File: src/pmic_cfg.svh
// Offsets, field positions, reset values and timing counts of the configuration bank.
// Assumes a 25 MHz clock and byte-wide register access.
`ifndef PMIC_CFG_SVH
`define PMIC_CFG_SVH

// ==========================================================================
// Register sub-addresses
`define PWD_OFS 8'h10
`define CFG1_OFS 8'h13
`define CFG2_OFS 8'h14
`define CFG3_OFS 8'h15
`define BUCK1_OFS 8'h16
`define APPLY_OFS 8'h1a

// ==========================================================================
// Reset values, writable and NVM-loaded masks, and the unlock key
`define CFG1_RST 8'h08
`define CFG2_RST 8'h40
`define CFG3_RST 8'h00
`define BUCK1_RST 8'h80
`define CFG1_MASK 8'hff
`define CFG2_MASK 8'hcf
`define CFG3_MASK 8'h3f
`define BUCK1_MASK 8'hbf
`define CFG2_NVM_MASK 8'hc0
`define BUCK1_NVM_MASK 8'h3f
`define UNLOCK_KEY 8'h5a

// ==========================================================================
// Field positions
`define F_TRST 7
`define F_BUF2 6
`define F_ROLE1 5
`define F_POWERGOOD_RISE_DELAY_LO 3
`define F_TIGHT 2
`define F_WARM 7
`define F_HYS 6
`define F_ILIM3_LO 2
`define F_PFO_LO 3
`define F_PFM 7
`define F_GO 0
`define F_APPLY_WITH_DISCHARGE_DISABLED 1

// ==========================================================================
// Times and cycle counts
`define CLK_HZ 25000000
`define CYC_PER_MS (`CLK_HZ / 1000)
`define HOLD_SHORT_S 8
`define HOLD_LONG_S 15
`define BLANK_MS 5
`define PGDLY0_MS 10
`define PGDLY1_MS 20
`define PGDLY2_MS 50
`define PGDLY3_MS 150
`define HOLD_SHORT_CYC (`HOLD_SHORT_S * `CLK_HZ)
`define HOLD_LONG_CYC (`HOLD_LONG_S * `CLK_HZ)
`define BLANK_CYC (`BLANK_MS * `CYC_PER_MS)
`define PGDLY0_CYC (`PGDLY0_MS * `CYC_PER_MS)
`define PGDLY1_CYC (`PGDLY1_MS * `CYC_PER_MS)
`define PGDLY2_CYC (`PGDLY2_MS * `CYC_PER_MS)
`define PGDLY3_CYC (`PGDLY3_MS * `CYC_PER_MS)

`endif

File: src/pmic_pkg.sv
// Types shared by the configuration bank and its timers.
// Assumes nothing of its surroundings.
package pmic_pkg;
    typedef enum logic [1:0] {
        PG_LOW = 2'b00,
        PG_WAIT = 2'b01,
        PG_HIGH = 2'b10
    } pg_state_t;
    typedef logic [31:0] count_t;
endpackage : pmic_pkg

File: src/timer_if.sv
// Carrier between the bank and a down-counting timer.
// Assumes both ends share one clock.
`timescale 1ns/1ps
interface timer_if;
    import pmic_pkg::*;
    logic start;
    count_t count;
    logic busy;
    modport owner (output start, output count, input busy);
    modport timer (input start, input count, output busy);
endinterface : timer_if
File: src/ms_timer.sv
// One-shot down counter; busy for count cycles from the start pulse on.
// Assumes a synchronous active-high reset; a new start restarts the count.
`timescale 1ns/1ps
module ms_timer import pmic_pkg::*; (
    input wire logic ref_clk,
    input wire logic reset,
    timer_if.timer tmr
);
    count_t left_ff;
    count_t nxt_left;

    always_comb begin
        nxt_left = left_ff;
        if (tmr.start) begin
            nxt_left = tmr.count - 32'h0000_0001;
        end else if (left_ff != 32'h0000_0000) begin
            nxt_left = left_ff - 32'h0000_0001;
        end
    end

    always_ff @(posedge ref_clk) begin
        if (reset) begin
            left_ff <= 32'h0000_0000;
        end else begin
            left_ff <= nxt_left;
        end
    end

    assign tmr.busy = tmr.start | (left_ff != 32'h0000_0000);
endmodule : ms_timer

File: src/pmic_config_register_bank.sv
// Configuration register bank with pin roles, power-good delay and buck one apply.
// Assumes a byte access port from the serial engine, synchronous to ref_clk.
`include "pmic_cfg.svh"
`timescale 1ns/1ps

module pmic_config_register_bank import pmic_pkg::*; #(
    parameter int HOLD_SHORT = `HOLD_SHORT_CYC,
    parameter int HOLD_LONG = `HOLD_LONG_CYC,
    parameter int BLANK = `BLANK_CYC,
    parameter int PGDLY0 = `PGDLY0_CYC,
    parameter int PGDLY1 = `PGDLY1_CYC,
    parameter int PGDLY2 = `PGDLY2_CYC,
    parameter int PGDLY3 = `PGDLY3_CYC
) (
    input wire logic ref_clk,
    input wire logic reset,
    input wire logic wr_en,
    input wire logic rd_en,
    input wire logic [7:0] sub_addr,
    input wire logic [7:0] wr_data,
    output logic [7:0] rd_data,
    input wire logic nvm_valid,
    input wire logic [7:0] nvm_reset_pin_powergood_undervoltage_lockout_threshold_config,
    input wire logic [7:0] nvm_supervisor_and_loadswitch_limit_config,
    input wire logic [7:0] nvm_buck_one,
    input wire logic button_pressed,
    output logic button_reset,
    input wire logic rails_good,
    output logic power_good,
    output logic monitor_blank,
    output logic [5:0] buck_one_code,
    output logic buck_one_pfm,
    output logic apply_no_discharge,
    output logic supervisor_tight_limits,
    output logic overvoltage_monitor_en,
    output logic [1:0] undervoltage_lockout_threshold,
    output logic lockout_hysteresis_sel,
    output logic [1:0] switch_three_current_limit,
    output logic [1:0] switch_two_current_limit,
    input wire logic powerfail_comparator_out,
    input wire logic [2:0] switch_enable,
    output logic [2:0] switch_on,
    output logic [2:0] switch_discharge,
    input wire logic first_out_ctrl,
    input wire logic second_out_ctrl,
    input wire logic third_out_ctrl,
    input wire logic first_io_pin_in,
    output logic first_io_pin_out,
    output logic first_io_pin_oe,
    output logic second_output_pin_out,
    output logic second_output_pin_oe,
    input wire logic third_io_pin_in,
    output logic third_io_pin_out,
    output logic third_io_pin_oe,
    output logic warm_reset_req
);
    // ======================================================================
    // Register file and unlock
    logic [7:0] cfg1_ff, cfg2_ff, cfg3_ff, buck_ff, rd_data_ff;
    logic [7:0] nxt_cfg1, nxt_cfg2, nxt_cfg3, nxt_buck, nxt_rd_data;
    logic [7:0] armed_addr_ff, nxt_armed_addr;
    logic armed_ff, nxt_armed;
    logic [5:0] applied_ff, nxt_applied;
    logic nodis_ff, nxt_nodis;
    logic protected_hit, unlock_ok, buck_write, go_hit;

    assign protected_hit = (sub_addr == `CFG1_OFS) || (sub_addr == `CFG2_OFS) ||
                           (sub_addr == `CFG3_OFS) || (sub_addr == `BUCK1_OFS);
    assign unlock_ok = armed_ff && (armed_addr_ff == sub_addr);
    assign buck_write = wr_en && (sub_addr == `BUCK1_OFS) && unlock_ok;
    assign go_hit = wr_en && (sub_addr == `APPLY_OFS) &&
                    (wr_data[`F_GO] || wr_data[`F_APPLY_WITH_DISCHARGE_DISABLED]);

    always_comb begin
        nxt_cfg1 = cfg1_ff;
        nxt_cfg2 = cfg2_ff;
        nxt_cfg3 = cfg3_ff;
        nxt_buck = buck_ff;
        nxt_armed = armed_ff;
        nxt_armed_addr = armed_addr_ff;
        nxt_applied = applied_ff;
        nxt_nodis = nodis_ff;
        nxt_rd_data = rd_data_ff;
        if (wr_en) begin
            // Any write consumes the unlock, so one key opens one write.
            nxt_armed = 1'b0;
            if (sub_addr == `PWD_OFS) begin
                nxt_armed = 1'b1;
                nxt_armed_addr = wr_data ^ `UNLOCK_KEY;
            end else if (protected_hit && unlock_ok) begin
                if (sub_addr == `CFG1_OFS) begin
                    nxt_cfg1 = wr_data & `CFG1_MASK;
                end else if (sub_addr == `CFG2_OFS) begin
                    nxt_cfg2 = wr_data & `CFG2_MASK;
                end else if (sub_addr == `CFG3_OFS) begin
                    nxt_cfg3 = wr_data & `CFG3_MASK;
                end else begin
                    nxt_buck = wr_data & `BUCK1_MASK;
                end
            end
        end
        if (go_hit) begin
            // Only the trigger moves the code onto the converter.
            nxt_applied = buck_ff[5:0];
            nxt_nodis = wr_data[`F_APPLY_WITH_DISCHARGE_DISABLED];
        end
        if (rd_en) begin
            if (sub_addr == `CFG1_OFS) begin
                nxt_rd_data = cfg1_ff;
            end else if (sub_addr == `CFG2_OFS) begin
                nxt_rd_data = cfg2_ff;
            end else if (sub_addr == `CFG3_OFS) begin
                nxt_rd_data = cfg3_ff;
            end else if (sub_addr == `BUCK1_OFS) begin
                nxt_rd_data = buck_ff;
            end else begin
                nxt_rd_data = 8'h00;
            end
        end
    end

    always_ff @(posedge ref_clk) begin
        if (reset) begin
            cfg1_ff <= nvm_valid ? nvm_reset_pin_powergood_undervoltage_lockout_threshold_config : `CFG1_RST;
            cfg2_ff <= nvm_valid ? ((nvm_supervisor_and_loadswitch_limit_config & `CFG2_NVM_MASK) |
                       (`CFG2_RST & ~`CFG2_NVM_MASK)) : `CFG2_RST;
            cfg3_ff <= `CFG3_RST;
            buck_ff <= nvm_valid ? ((nvm_buck_one & `BUCK1_NVM_MASK) |
                       (`BUCK1_RST & ~`BUCK1_NVM_MASK)) : `BUCK1_RST;
            applied_ff <= nvm_valid ? nvm_buck_one[5:0] : 6'(`BUCK1_RST & 8'h3f);
            nodis_ff <= 1'b0;
            armed_ff <= 1'b0;
            armed_addr_ff <= 8'h00;
            rd_data_ff <= 8'h00;
        end else begin
            cfg1_ff <= nxt_cfg1;
            cfg2_ff <= nxt_cfg2;
            cfg3_ff <= nxt_cfg3;
            buck_ff <= nxt_buck;
            applied_ff <= nxt_applied;
            nodis_ff <= nxt_nodis;
            armed_ff <= nxt_armed;
            armed_addr_ff <= nxt_armed_addr;
            rd_data_ff <= nxt_rd_data;
        end
    end

    assign rd_data = rd_data_ff;
    assign buck_one_code = applied_ff;
    assign buck_one_pfm = buck_ff[`F_PFM];
    assign apply_no_discharge = nodis_ff;
    assign supervisor_tight_limits = cfg1_ff[`F_TIGHT];
    assign overvoltage_monitor_en = cfg1_ff[`F_TIGHT];
    assign undervoltage_lockout_threshold = cfg1_ff[1:0];
    assign lockout_hysteresis_sel = cfg2_ff[`F_HYS];
    assign switch_three_current_limit = cfg2_ff[`F_ILIM3_LO +: 2];
    assign switch_two_current_limit = cfg2_ff[1:0];

    // ======================================================================
    // Monitor blanking and power-good delay
    timer_if blank_tmr ();
    timer_if pg_tmr ();
    pg_state_t pg_ff, nxt_pg;
    count_t pg_delay;

    assign blank_tmr.start = buck_write;
    assign blank_tmr.count = BLANK;
    assign monitor_blank = blank_tmr.busy;
    ms_timer blank_timer (.ref_clk(ref_clk), .reset(reset), .tmr(blank_tmr));
    ms_timer pg_timer (.ref_clk(ref_clk), .reset(reset), .tmr(pg_tmr));

    always_comb begin
        case (cfg1_ff[`F_POWERGOOD_RISE_DELAY_LO +: 2])
            2'b00: pg_delay = PGDLY0;
            2'b01: pg_delay = PGDLY1;
            2'b10: pg_delay = PGDLY2;
            default: pg_delay = PGDLY3;
        endcase
    end

    // The start is kept out of the state process, which reads the timer's busy flag back.
    assign pg_tmr.start = (pg_ff == PG_LOW) && rails_good;
    assign pg_tmr.count = pg_delay;

    always_comb begin
        nxt_pg = pg_ff;
        case (pg_ff)
            PG_LOW: begin
                if (rails_good) begin
                    nxt_pg = PG_WAIT;
                end
            end
            PG_WAIT: begin
                if (!rails_good) begin
                    nxt_pg = PG_LOW;
                end else if (!pg_tmr.busy) begin
                    nxt_pg = PG_HIGH;
                end
            end
            default: begin
                // A fault drops power-good at once; no delay on the way down.
                if (!rails_good) begin
                    nxt_pg = PG_LOW;
                end
            end
        endcase
    end

    always_ff @(posedge ref_clk) begin
        if (reset) begin
            pg_ff <= PG_LOW;
        end else begin
            pg_ff <= nxt_pg;
        end
    end

    assign power_good = (pg_ff == PG_HIGH);

    // ======================================================================
    // Push-button hold timer
    count_t hold_ff, nxt_hold;
    logic btn_rst_ff, nxt_btn_rst;
    count_t hold_limit;

    assign hold_limit = cfg1_ff[`F_TRST] ? HOLD_LONG : HOLD_SHORT;

    always_comb begin
        nxt_hold = hold_ff;
        nxt_btn_rst = 1'b0;
        if (!button_pressed) begin
            nxt_hold = 32'h0000_0000;
        end else if (hold_ff != hold_limit) begin
            nxt_hold = hold_ff + 32'h0000_0001;
            nxt_btn_rst = (nxt_hold == hold_limit);
        end
    end

    always_ff @(posedge ref_clk) begin
        if (reset) begin
            hold_ff <= 32'h0000_0000;
            btn_rst_ff <= 1'b0;
        end else begin
            hold_ff <= nxt_hold;
            btn_rst_ff <= nxt_btn_rst;
        end
    end

    assign button_reset = btn_rst_ff;

    // ======================================================================
    // Load switches and pins
    logic [2:0] sw_on_ff, nxt_sw_on, sw_dis_ff, nxt_sw_dis;
    logic [5:0] pin_ff, nxt_pin;
    logic warm_ff, nxt_warm;
    logic second_src;

    always_comb begin
        // A comparator trip overrides software enables for flagged switches.
        nxt_sw_on = switch_enable & ~(cfg3_ff[`F_PFO_LO +: 3] &
                    {3{~powerfail_comparator_out}});
        nxt_sw_dis = cfg3_ff[2:0] & ~nxt_sw_on;
        second_src = cfg1_ff[`F_ROLE1] ? first_io_pin_in : second_out_ctrl;
        nxt_pin[0] = 1'b0;
        nxt_pin[1] = ~cfg1_ff[`F_ROLE1] & ~first_out_ctrl;
        nxt_pin[2] = cfg1_ff[`F_BUF2] & second_src;
        nxt_pin[3] = cfg1_ff[`F_BUF2] | ~second_src;
        nxt_pin[4] = 1'b0;
        nxt_pin[5] = ~cfg2_ff[`F_WARM] & ~third_out_ctrl;
        nxt_warm = cfg2_ff[`F_WARM] & ~third_io_pin_in;
    end

    always_ff @(posedge ref_clk) begin
        if (reset) begin
            sw_on_ff <= 3'h0;
            sw_dis_ff <= 3'h0;
            pin_ff <= 6'h00;
            warm_ff <= 1'b0;
        end else begin
            sw_on_ff <= nxt_sw_on;
            sw_dis_ff <= nxt_sw_dis;
            pin_ff <= nxt_pin;
            warm_ff <= nxt_warm;
        end
    end

    assign switch_on = sw_on_ff;
    assign switch_discharge = sw_dis_ff;
    assign first_io_pin_out = pin_ff[0];
    assign first_io_pin_oe = pin_ff[1];
    assign second_output_pin_out = pin_ff[2];
    assign second_output_pin_oe = pin_ff[3];
    assign third_io_pin_out = pin_ff[4];
    assign third_io_pin_oe = pin_ff[5];
    assign warm_reset_req = warm_ff;

    // ======================================================================
    // Checks
    a_pwd_reads_zero: assert property (@(posedge ref_clk) disable iff (reset)
        rd_en && sub_addr == `PWD_OFS |=> rd_data == 8'h00)
        else $error("password register read back nonzero");
    a_reserved_bits_zero: assert property (@(posedge ref_clk) disable iff (reset)
        rd_en && sub_addr == `CFG2_OFS |=> rd_data[5:4] == 2'b00)
        else $error("reserved bits read nonzero");
    a_locked_write_ignored: assert property (@(posedge ref_clk) disable iff (reset)
        wr_en && protected_hit && !unlock_ok |=> $stable({cfg1_ff, cfg2_ff, cfg3_ff, buck_ff}))
        else $error("locked write changed a register");
    a_blank_after_write: assert property (@(posedge ref_clk) disable iff (reset)
        buck_write |=> monitor_blank [*3])
        else $error("monitoring not blanked after buck write");
    a_apply_needs_go: assert property (@(posedge ref_clk) disable iff (reset)
        !$stable(buck_one_code) |-> $past(go_hit))
        else $error("buck code changed without trigger");
    a_pg_fall_fast: assert property (@(posedge ref_clk) disable iff (reset)
        power_good && !rails_good |=> !power_good)
        else $error("power-good fall was delayed");
    a_pg_rise_delay: assert property (@(posedge ref_clk) disable iff (reset)
        pg_ff == PG_LOW && rails_good |=> !power_good [*2])
        else $error("power-good rose without delay");
    a_powerfail_off: assert property (@(posedge ref_clk) disable iff (reset)
        cfg3_ff[`F_PFO_LO] && !powerfail_comparator_out |=> !switch_on[0])
        else $error("switch one on during power fail");
    a_discharge_when_off: assert property (@(posedge ref_clk) disable iff (reset)
        switch_discharge[2] |-> !switch_on[2] && $past(cfg3_ff[2]))
        else $error("discharge while switch on or disabled");
    a_warm_ignores_ctrl: assert property (@(posedge ref_clk) disable iff (reset)
        cfg2_ff[`F_WARM] |=> !third_io_pin_oe)
        else $error("third pin driven in warm-reset mode");
endmodule : pmic_config_register_bank

File: config.mk
export PLATFORM = sky130hd
export DESIGN_NAME = pmic_config_register_bank
export DESIGN_NICKNAME = d
export VERILOG_FILES = /design/src/pmic_pkg.sv /design/src/timer_if.sv /design/src/ms_timer.sv /design/src/pmic_config_register_bank.sv
export VERILOG_INCLUDE_DIRS = /design/src
export SDC_FILE = /design/constraint.sdc
export NUM_CORES = 1
export LEC_CHECK = 0
export BUFFER_PORTS_ARGS = -buffer_cell sky130_fd_sc_hd__buf_2
export CELL_PAD_IN_SITES_DETAIL_PLACEMENT = 0
export CELL_PAD_IN_SITES_GLOBAL_PLACEMENT = 1
export CORE_ASPECT_RATIO = 0.5
export CORE_MARGIN = 4
export CORE_UTILIZATION = 46
export CTS_BUF_LIST = sky130_fd_sc_hd__clkbuf_4 sky130_fd_sc_hd__clkbuf_8
export CTS_CLUSTER_SIZE = 20
export DETAILED_ROUTE_END_ITERATION = 8
export GPL_ROUTABILITY_DRIVEN = 0
export PLACE_DENSITY_LB_ADDON = 0.12
export SYNTH_ARGS = -nofsm -noshare
export SYNTH_HDL_FRONTEND = slang
export SYNTH_SLANG_ARGS = --single-unit
File: constraint.sdc
create_clock -name ref_clk -period 3.45 [get_ports ref_clk]
set_clock_uncertainty 0.15 [all_clocks]
set_input_delay 0.69 -clock ref_clk [delete_from_list [all_inputs] [get_ports ref_clk]]
set_output_delay 0.69 -clock ref_clk [all_outputs]
set_load 0.01 [all_outputs]
==> results.yml, run 1 <==
timing:
  setup_viol: 0
  max_freq_mhz: 322
  period_needed_ps: 3110
  rsz0062_at_grt: "false"
  fin_setup_tns_ps: 0
  drv_slew: 0
  relSlewSlack_pct: 48.5
  finalCritPeriodShare_pct: 90.1
  final-hold-violation-count: 0
  worst_pin_slew_ps: 767
global_route:
  grt_max_degree: 39
  grt_pass1_wl_um: 31400
  met2_usage_pct: 32.7
  track_usage_pct: 19.7
  grt_pass1_vias: 6273
  grt_util_met1_pct: 26.8
  met3_usage_pct: 4.02
  gr-total-overflow: 0
  antenna_found_initial: 0
  busiest_layer: "met2"
placement:
  io_buffers: 86
  hpwlAfterDp_um: 14000
  dpl_cell_area_um2: 8550
route:
  wl_per_cell_um: 16.0
  wl_um: 19200
  drt-initial-drc-count: 290
  ant_nets: 0
  drt-pass1-iter-count: 5
  vias_per_cell: 5.35
  num_vias: 6431
  drc: 0
setup_path:
  slowest_stage: "or3_1"
  cp-startpoint: "blank_timer.left_ff[26]"
  path_buf_inv: 2
  cp_top_family: "simple AND/OR/NAND/NOR gates"
  arrival_ps: 2270
  cp.required_ps: 2610
  r2r_cells: 7
  critical_path_cell_count: 6
  critPathCapture: "monitor_blank"
  start_kind: "flop"
  cp_max_fo: 9
  r2r-end: "button_reset"
  rr_startpoint: "hold_ff[11]"
  r2r_slack_ps: 670
  endpoint_kind: "output pin"
  crit_path_cell_trace: "or3_1 > nor4_2 > nand4b_1 > buf_4 > nand2b_1 > buf_2"
  path_class: "flop to output pin"
  cpPeakStageDelay_ps: 450
clocking:
  cts_resized: 0
  cts_root_buf: "clkbuf_8"
  clk_pin_slew_ps: 90
  post_cts_buffers: 0
  tritoncts: "done"
  clockBufferDepth: 2
  h-tree-depth: 4
  clkLatencyLatePin_ps: 460
  cts_buffers: 17
  hold_buffers: 0
  cts.sinks: 161
pwr:
  p_comb_share_pct: 28.3
  power.density_nw_per_um2: 590
  p_leak_nw: 3.51
  clkPwrFrac_pct: 26.7
  p_sw_mw: 1.87
  p_seq_share_pct: 45.0
  switching_share_pct: 35.4
  intPower_mw: 3.41
  design_power_total_mw: 5.27
  ir_worst_vdd_mv: 0.397
layout:
  finalCoreUtilization_pct: 53.6
  final_area_um2: 8940
  syn2layout_area_growth_pct: 11.9
  drive_gt1_share_pct: 15.8
  finalNetCount: 1030
  n_antenna_cell: 0
run_status:
  status: "finished clean"
hold_path:
  hold_path_class: "input pin to flop"
  hold_start: "third_out_ctrl"
floorplan:
  dieArea_um2: 19700
  core_area_um2: 16700
  ios: 97
  dieHeight_um: 101
  core.rowCount: 33
  die_w_um: 194
  start_util_pct: 47.9
logic_synthesis:
  yosys_register_bits: 161
  synth_ff_type: "dfxtp_1"
  synth_top_area_share_pct: 33.6
  netlist_area_um2: 7990
  netlist-cell-type-count: 71
  syn_avg_cell_area_um2: 8.91
  synth_compound_area_share_pct: 9.85
  synth.area.mux_share_pct: 2.26
  yosys.area_share.simple_pct: 27.3
  yosys.area.top_type: "dfxtp_1"
  synth_xor_area_share_pct: 10.4
  async_reset_ff_share_pct: 0
  yosys_warnings: 0
  synth_cells: 896
  synth_area_leaders: "dfxtp_1 34%, edfxtp_1 10%, nor2_1 6.1%"
  synth_top_family_by_area: "simple AND/OR/NAND/NOR gates"
  synth_edf_count: 27
  synthAdderAreaFrac_pct: 1.88
  ys_seq_area_share_pct: 43.7
job:
  drv_cap: 0
-- cell usage after synthesis (6+ instances only) --
cell	count
a21o_1	6
or3_1	13
nor2b_1	13
nand4_1	17
o21ai_0	28
nand3_1	23
and3_1	8
buf_2	13
nand2_1	66
nor4_1	24
edfxtp_1	27
xnor2_1	53
inv_1	26
mux2i_1	18
buf_4	11
nor3_1	33
a21oi_1	54
xor2_1	42
dfxtp_1	134
a211oi_1	8
ha_1	12
nor2_1	130
nand2b_1	14
clkbuf_1	24
-- layer usage --
layer	vias to the layer above	share of wire, %
met1	3055	48
met4	0	1.3
li1	3255	-
met2	100	47
met3	21	3.8
met5	-	0
-- state kept, by name, indices dropped and copies added, names as in the netlist, 3 cells and up --
signal,flops
blank_timer.left_ff,32
hold_ff,32
pg_timer.left_ff,32
armed_addr_ff,8
cfg1_ff,8
rd_data,8
buck_ff,7
buck_one_code,6
cfg2_ff,6
cfg3_ff,6
pin_ff,4
switch_discharge,3
switch_on,3
-- power groups by stage --
stage | clock [mW] | sequential (mW) | combinational, mW
after global placement | 0 | 2.41 | 1.48
final | 1.41 | 2.37 | 1.49
after CTS | 1.44 | 2.37 | 1.51
after floorplan | 0 | 2.37 | 1.18
after detailed placement | 0 | 2.41 | 1.50
after global routing | 1.52 | 2.41 | 1.71
-- cell families (layout without fill, tap and decap cells) --
kind of cell               after synthesis  in the layout
adders and majority gates               12             12
buffers and inverters                   77            155
and+or+nand+nor                        404            404
xor gates and xnor gates                95             95
other                                    1              2
muxes                                   18             18
DFF                                    161            161
AOI/OAI and AO/OA                      128            128
-- worst register-to-register path, delay by kind of cell (launching register included) --
family                    cells  cell delay, ps
and+or+nand+nor               5            1680
AOI/OAI and AO/OA             1             190
DFF                           1             490
xor gates and xnor gates      1             220
-- cell type report --
class | instances | area, um2
Clock inverter | 14 | 144
Clock buffer | 18 | 241
Multi-Input combinational cell | 659 | 4140
Inverter | 26 | 97.6
Tap cell | 227 | 284
Fill cell | 1614 | 7740
Sequential cell | 161 | 3490
Timing Repair Buffer | 97 | 538
-- worst min path at each step --
| stage | endpoint | cells after the start |
|---|---|---|
| finish | pin_ff[5] | 2 |
| global route | pin_ff[5] | 2 |
| CTS | pin_ff[5] | 2 |
| detailed placement | blank_timer.left_ff[25] | 2 |
| global placement | blank_timer.left_ff[25] | 2 |
| floorplan | pin_ff[5] | 1 |
-- per-stage QoR --
| step | hold slack (ps) | setup WS, ps | instances |
|---|---|---|---|
| finish | 215 | 341 | 1202 |
| global route | 202 | 194 | 1202 |
| CTS | 191 | 306 | 1202 |
| detailed placement | 313 | 431 | 1170 |
| global placement | 309 | 467 | 1170 |
| floorplan | 268 | 398 | 897 |
-- cell usage in the layout, fill, tap and decap left out, types with 17 or more instances in the layout --
| cell type | instances |
|---|---|
| a21oi_1 | 54 |
| xnor2_1 | 53 |
| edfxtp_1 | 27 |
| dfxtp_1 | 134 |
| inv_1 | 26 |
| nand4_1 | 17 |
| nand2_1 | 66 |
| o21ai_0 | 28 |
| clkbuf_8 | 17 |
| nand3_1 | 23 |
| nor2_1 | 130 |
| mux2i_1 | 18 |
| nor3_1 | 33 |
| xor2_1 | 42 |
| buf_2 | 86 |
| nor4_1 | 24 |
No activity file was read; power rests on OpenSTA's default activity.
==> run 2, diff against run 1 <==
==> constraint.sdc (replaced) <==
create_clock -name ref_clk -period 3 [get_ports ref_clk]
set_clock_uncertainty 0.15 [all_clocks]
set_input_delay 0.6 -clock ref_clk [delete_from_list [all_inputs] [get_ports ref_clk]]
set_output_delay 0.6 -clock ref_clk [all_outputs]
set_load 0.01 [all_outputs]
==> run 2 against run 1 <==
  * Setup slack got worse by 230 ps
  * Wire length is 0.19% lower
  * Sequential share of layout area fell by 0.43 points
  * Design area is 1.1% higher
  * Largest cell class unchanged
  * First-iteration DRC count increased by 25%
  * Global-route usage increased by 0.094 points
  * Register-to-register slack got worse by 410 ps
  * Largest power group unchanged
==> results.yml, run 2 (same netlist as run 1, synthesis figures left out) <==
floorplan:
  dieArea_um2: 19700
  ios: 97
  die_w_um: 194
  core.rowCount: 33
  dieHeight_um: 101
  core_area_um2: 16700
  start_util_pct: 47.9
hold_path:
  hold_path_class: "input pin to flop"
pwr:
  ir_worst_vdd_mv: 0.455
  p_seq_share_pct: 44.2
  clkPwrFrac_pct: 25.9
  intPower_mw: 3.99
  switching_share_pct: 35.5
  power.density_nw_per_um2: 684
  p_comb_share_pct: 29.8
  p_leak_nw: 3.57
  p_sw_mw: 2.19
job:
  drv_cap: 0
global_route:
  grt_pass1_wl_um: 31500
  track_usage_pct: 19.8
  gr-total-overflow: 0
  grt_max_degree: 42
  antenna_found_initial: 0
  grt_pass1_vias: 6237
route:
  drt-initial-drc-count: 362
  wl_um: 19200
  drc: 0
  wl_per_cell_um: 15.8
  drt-pass1-iter-count: 5
  num_vias: 6498
  ant_nets: 0
  vias_per_cell: 5.36
setup_path:
  cp.required_ps: 2250
  path_class: "flop to output pin"
  endpoint_kind: "output pin"
  cp_max_fo: 4
  start_kind: "flop"
  arrival_ps: 2140
clocking:
  cts.sinks: 161
  cts_buffers: 17
  clockBufferDepth: 2
  clkLatencyLatePin_ps: 460
  clk_pin_slew_ps: 110
  h-tree-depth: 4
  cts_root_buf: "clkbuf_8"
  tritoncts: "done"
layout:
  final_cell_mix: "134 x dfxtp_1, 130 x nor2_1, 86 x buf_2"
  finalNetCount: 1041
  n_fill_cell: 1592
  multi_input_area_um2: 4160
  n_antenna_cell: 0
  syn2layout_area_growth_pct: 13.2
  regArea_um2: 3490
  reg_top3: "blank_timer.left_ff x32, hold_ff x32, pg_timer.left_ff x32"
  drive_gt1_share_pct: 16.8
  mostFrequentLayoutCell: "dfxtp_1"
timing:
  finalCritPeriodShare_pct: 96.3
  period_needed_ps: 2890
  setup_viol: 0
  relSlewSlack_pct: 47.3
  fin_setup_tns_ps: 0
  worst_pin_slew_ps: 786
  rsz0062_at_grt: "false"
  whs_ps: 141
  max_freq_mhz: 346
  drv_slew: 0
  final-hold-violation-count: 0
run_status:
  status: "finished clean"
placement:
  hpwlAfterDp_um: 14200
  io_buffers: 86
[run 2: repair_timing]
item / 4_1_cts / 5_1_grt
setup endpoints to repair: 0 / 1
hold endpoints to repair: 0 / 0
gates resized for setup: 0 / 2
hold buffers: 0 / 0
setup buffers: 0 / 0
[run 2: layer usage]
metal | track usage (%) | wire length [um]
met4 | 5.02 | 225
met1 | 27.4 | 9390
met2 | 32.2 | 8790
met5 | 0 | 0
met3 | 4.12 | 805
[run 2: path summary, 6_finish.rpt]
path,end,slack (ps),from,cells after the start
min reg2reg,blank_timer.left_ff[10],330,blank_timer.left_ff[10],2
max,monitor_blank,110,blank_timer.left_ff[26],5
max reg2reg,hold_ff[27],260,hold_ff[7],7
min,pin_ff[5],140,third_out_ctrl,2
[run 2: final cells by class]
| type | count | area share, % |
|---|---|---|
| clock inverters | 14 | 1.61 |
| inverters | 26 | 1.08 |
| flip-flops and latches | 161 | 38.6 |
| well taps | 227 | 3.14 |
| repair buffers | 108 | 6.87 |
| multi-input cells | 659 | 46.0 |
| clock buffers | 18 | 2.67 |
[run 2: power groups by stage]
stage	Sequential [mW]	Clock [mW]	Combinational (mW)
floorplan	2.73	0	1.36
global placement	2.76	0	1.80
detailed placement	2.78	0	1.81
CTS	2.73	1.65	1.83
global route	2.77	1.74	2.09
finish	2.73	1.60	1.84
[run 2: worst max-delay path: stages (launching register included)]
cell	delay, ps
dfxtp_1	360
or3_1	460
nor4_4	340
nand4b_1	170
nand2b_1	200
buf_2	150
[run 2: through the flow]
stage          utilization [%]  cells  total power [mW]  setup slack (ps)  cell area [um2]
6_report                  54.2   1213              6.18               110             9040
5_1_grt                   54.2   1213              6.60              8.41             9040
4_1_cts                   54.1   1213              6.20              31.4             9020
3_5_place_dp              51.8   1181              4.59               134             8640
3_3_place_gp              51.8   1181              4.56               168             8640
2_1_floorplan                -    897              4.09               128             7990
==> run 3, diff against run 2 <==
--- a/config.mk
+++ b/config.mk
@@ -17,6 +17,7 @@
 export DETAILED_ROUTE_END_ITERATION = 8
 export GPL_ROUTABILITY_DRIVEN = 0
 export PLACE_DENSITY_LB_ADDON = 0.12
+export REMOVE_ABC_BUFFERS = 1
 export SYNTH_ARGS = -nofsm -noshare
 export SYNTH_HDL_FRONTEND = slang
 export SYNTH_SLANG_ARGS = --single-unit
==> constraint.sdc (replaced) <==
create_clock -name ref_clk -period 3 [get_ports ref_clk]
set_clock_uncertainty 0.15 [all_clocks]
set_input_delay 0.15 -clock ref_clk [delete_from_list [all_inputs] [get_ports ref_clk]]
set_output_delay 0.15 -clock ref_clk [all_outputs]
set_load 0.01 [all_outputs]
==> run 3 against run 2 <==
  * Clock power grew 2%
  * Via count grew 2.3%
  * Setup slack gained 230 ps
  * Combinational power grew 3%
  * Maximum frequency grew 8.6%
  * Count of clock-buffer cells in the layout grew 1
  * Wire length grew 2.6%
  * Register-to-register slack gained 80 ps
  * Final cell count grew 3.8%
  * Global-route usage grew 0.59 points
  * Non-clock buffer count grew 46
  * Highest routed layer unchanged
==> results.yml, run 3 (same netlist as run 1, synthesis figures left out) <==
timing:
  period_needed_ps: 2660
  rsz0062_at_grt: "false"
  worst_pin_slew_ps: 738
  final-hold-violation-count: 0
  relSlewSlack_pct: 50.6
  fin_setup_tns_ps: 0
  max_freq_mhz: 376
  drv_slew: 0
  finalCritPeriodShare_pct: 88.7
  setup_viol: 0
  whs_ps: 31.5
hold_path:
  hold_path_class: "input pin to flop"
  hold_start: "button_pressed"
run_status:
  status: "finished clean"
layout:
  finalNetCount: 1087
  syn2layout_area_growth_pct: 18.7
  n_antenna_cell: 0
  stdcell_count: 1259
  drive_gt1_share_pct: 16.1
  reg_top3: "blank_timer.left_ff x32, hold_ff x32, pg_timer.left_ff x32"
  mostFrequentLayoutCell: "dfxtp_1"
  final_cell_mix: "134 x dfxtp_1, 130 x nor2_1, 86 x buf_2"
  finalCoreUtilization_pct: 56.8
setup_path:
  cpPeakStageDelay_ps: 430
  slowest_stage: "dfxtp_1"
  cp.required_ps: 3190
  arrival_ps: 2860
  endpoint_kind: "flop"
  rr_startpoint: "hold_ff[0]"
  path_class: "flop to flop"
  cp-startpoint: "hold_ff[0]"
  crit_path_cell_trace: "ha_1 > nand4_1 > nor4_1 > xnor2_1 > nand4bb_1 > and4bb_2 > and3_1 > o2111a_1"
  cp_top_family: "simple AND/OR/NAND/NOR gates"
  cp_max_fo: 8
  path_buf_inv: 0
  start_kind: "flop"
floorplan:
  core.rowCount: 33
  ios: 97
  dieHeight_um: 101
  die_w_um: 194
  start_util_pct: 47.9
  dieArea_um2: 19700
  core_area_um2: 16700
route:
  drt-pass1-iter-count: 4
  ant_nets: 0
  num_vias: 6647
  wl_per_cell_um: 15.7
  drt-initial-drc-count: 378
  vias_per_cell: 5.28
  wl_um: 19700
  drc: 0
clocking:
  clkLatencyLatePin_ps: 450
  clk_pin_slew_ps: 90
  cts.sinks: 161
  clockBufferDepth: 2
  tritoncts: "done"
  h-tree-depth: 4
  cts_buffers: 17
  cts_root_buf: "clkbuf_8"
placement:
  io_buffers: 86
  place_inst: 1178
  hpwlAfterDp_um: 14100
pwr:
  p_leak_nw: 3.75
  power.density_nw_per_um2: 660
  ir_worst_vdd_mv: 0.544
global_route:
  grt_max_degree: 31
  grt_pass1_vias: 6503
  track_usage_pct: 20.4
  antenna_found_initial: 0
  grt_pass1_wl_um: 32600
  gr-total-overflow: 0
job:
  drv_cap: 0
==> run 3: through the flow <==
stage,worst slack [ps],total power [mW],area [um2]
final,338,6.26,9480
after global routing,48.0,6.71,9480
after CTS,185,6.29,9450
after detailed placement,399,4.56,8590
after global placement,341,4.53,8590
after floorplan,393,4.06,7730
==> run 3: layer usage <==
layer | vias to the layer above | share of wire, % | GRT usage, %
met2 | 87 | 46 | 33.4
met3 | 21 | 3.2 | 3.99
li1 | 3375 | - | -
met1 | 3164 | 50 | 28.0
met4 | 0 | 1.4 | 5.72
met5 | - | 0 | 0
==> run 3: power breakdown <==
part	leakage, nW	total, mW	switching, mW	internal [mW]
Clock	0.201	1.64	0.864	0.776
Combinational	2.20	1.89	1.04	0.859
Sequential	1.36	2.72	0.247	2.48
Total	3.75	6.26	2.15	4.11
==> run 3: area by class of cell <==
| cell class | count | area (um2) |
|---|---|---|
| inverters | 26 | 97.6 |
| well taps | 227 | 284 |
| clock buffers | 19 | 249 |
| clock inverters | 13 | 151 |
| repair buffers | 154 | 1060 |
| flip-flops and latches | 161 | 3490 |
| fillers | 1551 | 7200 |
| multi-input cells | 659 | 4150 |
==> run 3: worst paths after layout <==
check / slack (ps) / end / cells after the start
max: 340 / button_reset / 8
min: 30 / hold_ff[31] / 3
max reg2reg: 340 / button_reset / 8
min reg2reg: 320 / blank_timer.left_ff[25] / 2
==> run 3: timing repair <==
item,4_1_cts,5_1_grt
hold endpoints to repair,63,0
buffers inserted,0,3
gates resized for setup,0,1
hold buffers,46,0
endpoints found under the setup margin,0,1
==> run 3: worst register-to-register path: cells and delay by family, from the launching register on <==
kind                     cells  cell delay (ps)
AO/OA/AOI/OAI                1              240
flip-flops                   1              430
adder cells (fa/ha/maj)      1              400
XOR/XNOR                     1              210
AND/OR/NAND/NOR              5             1110
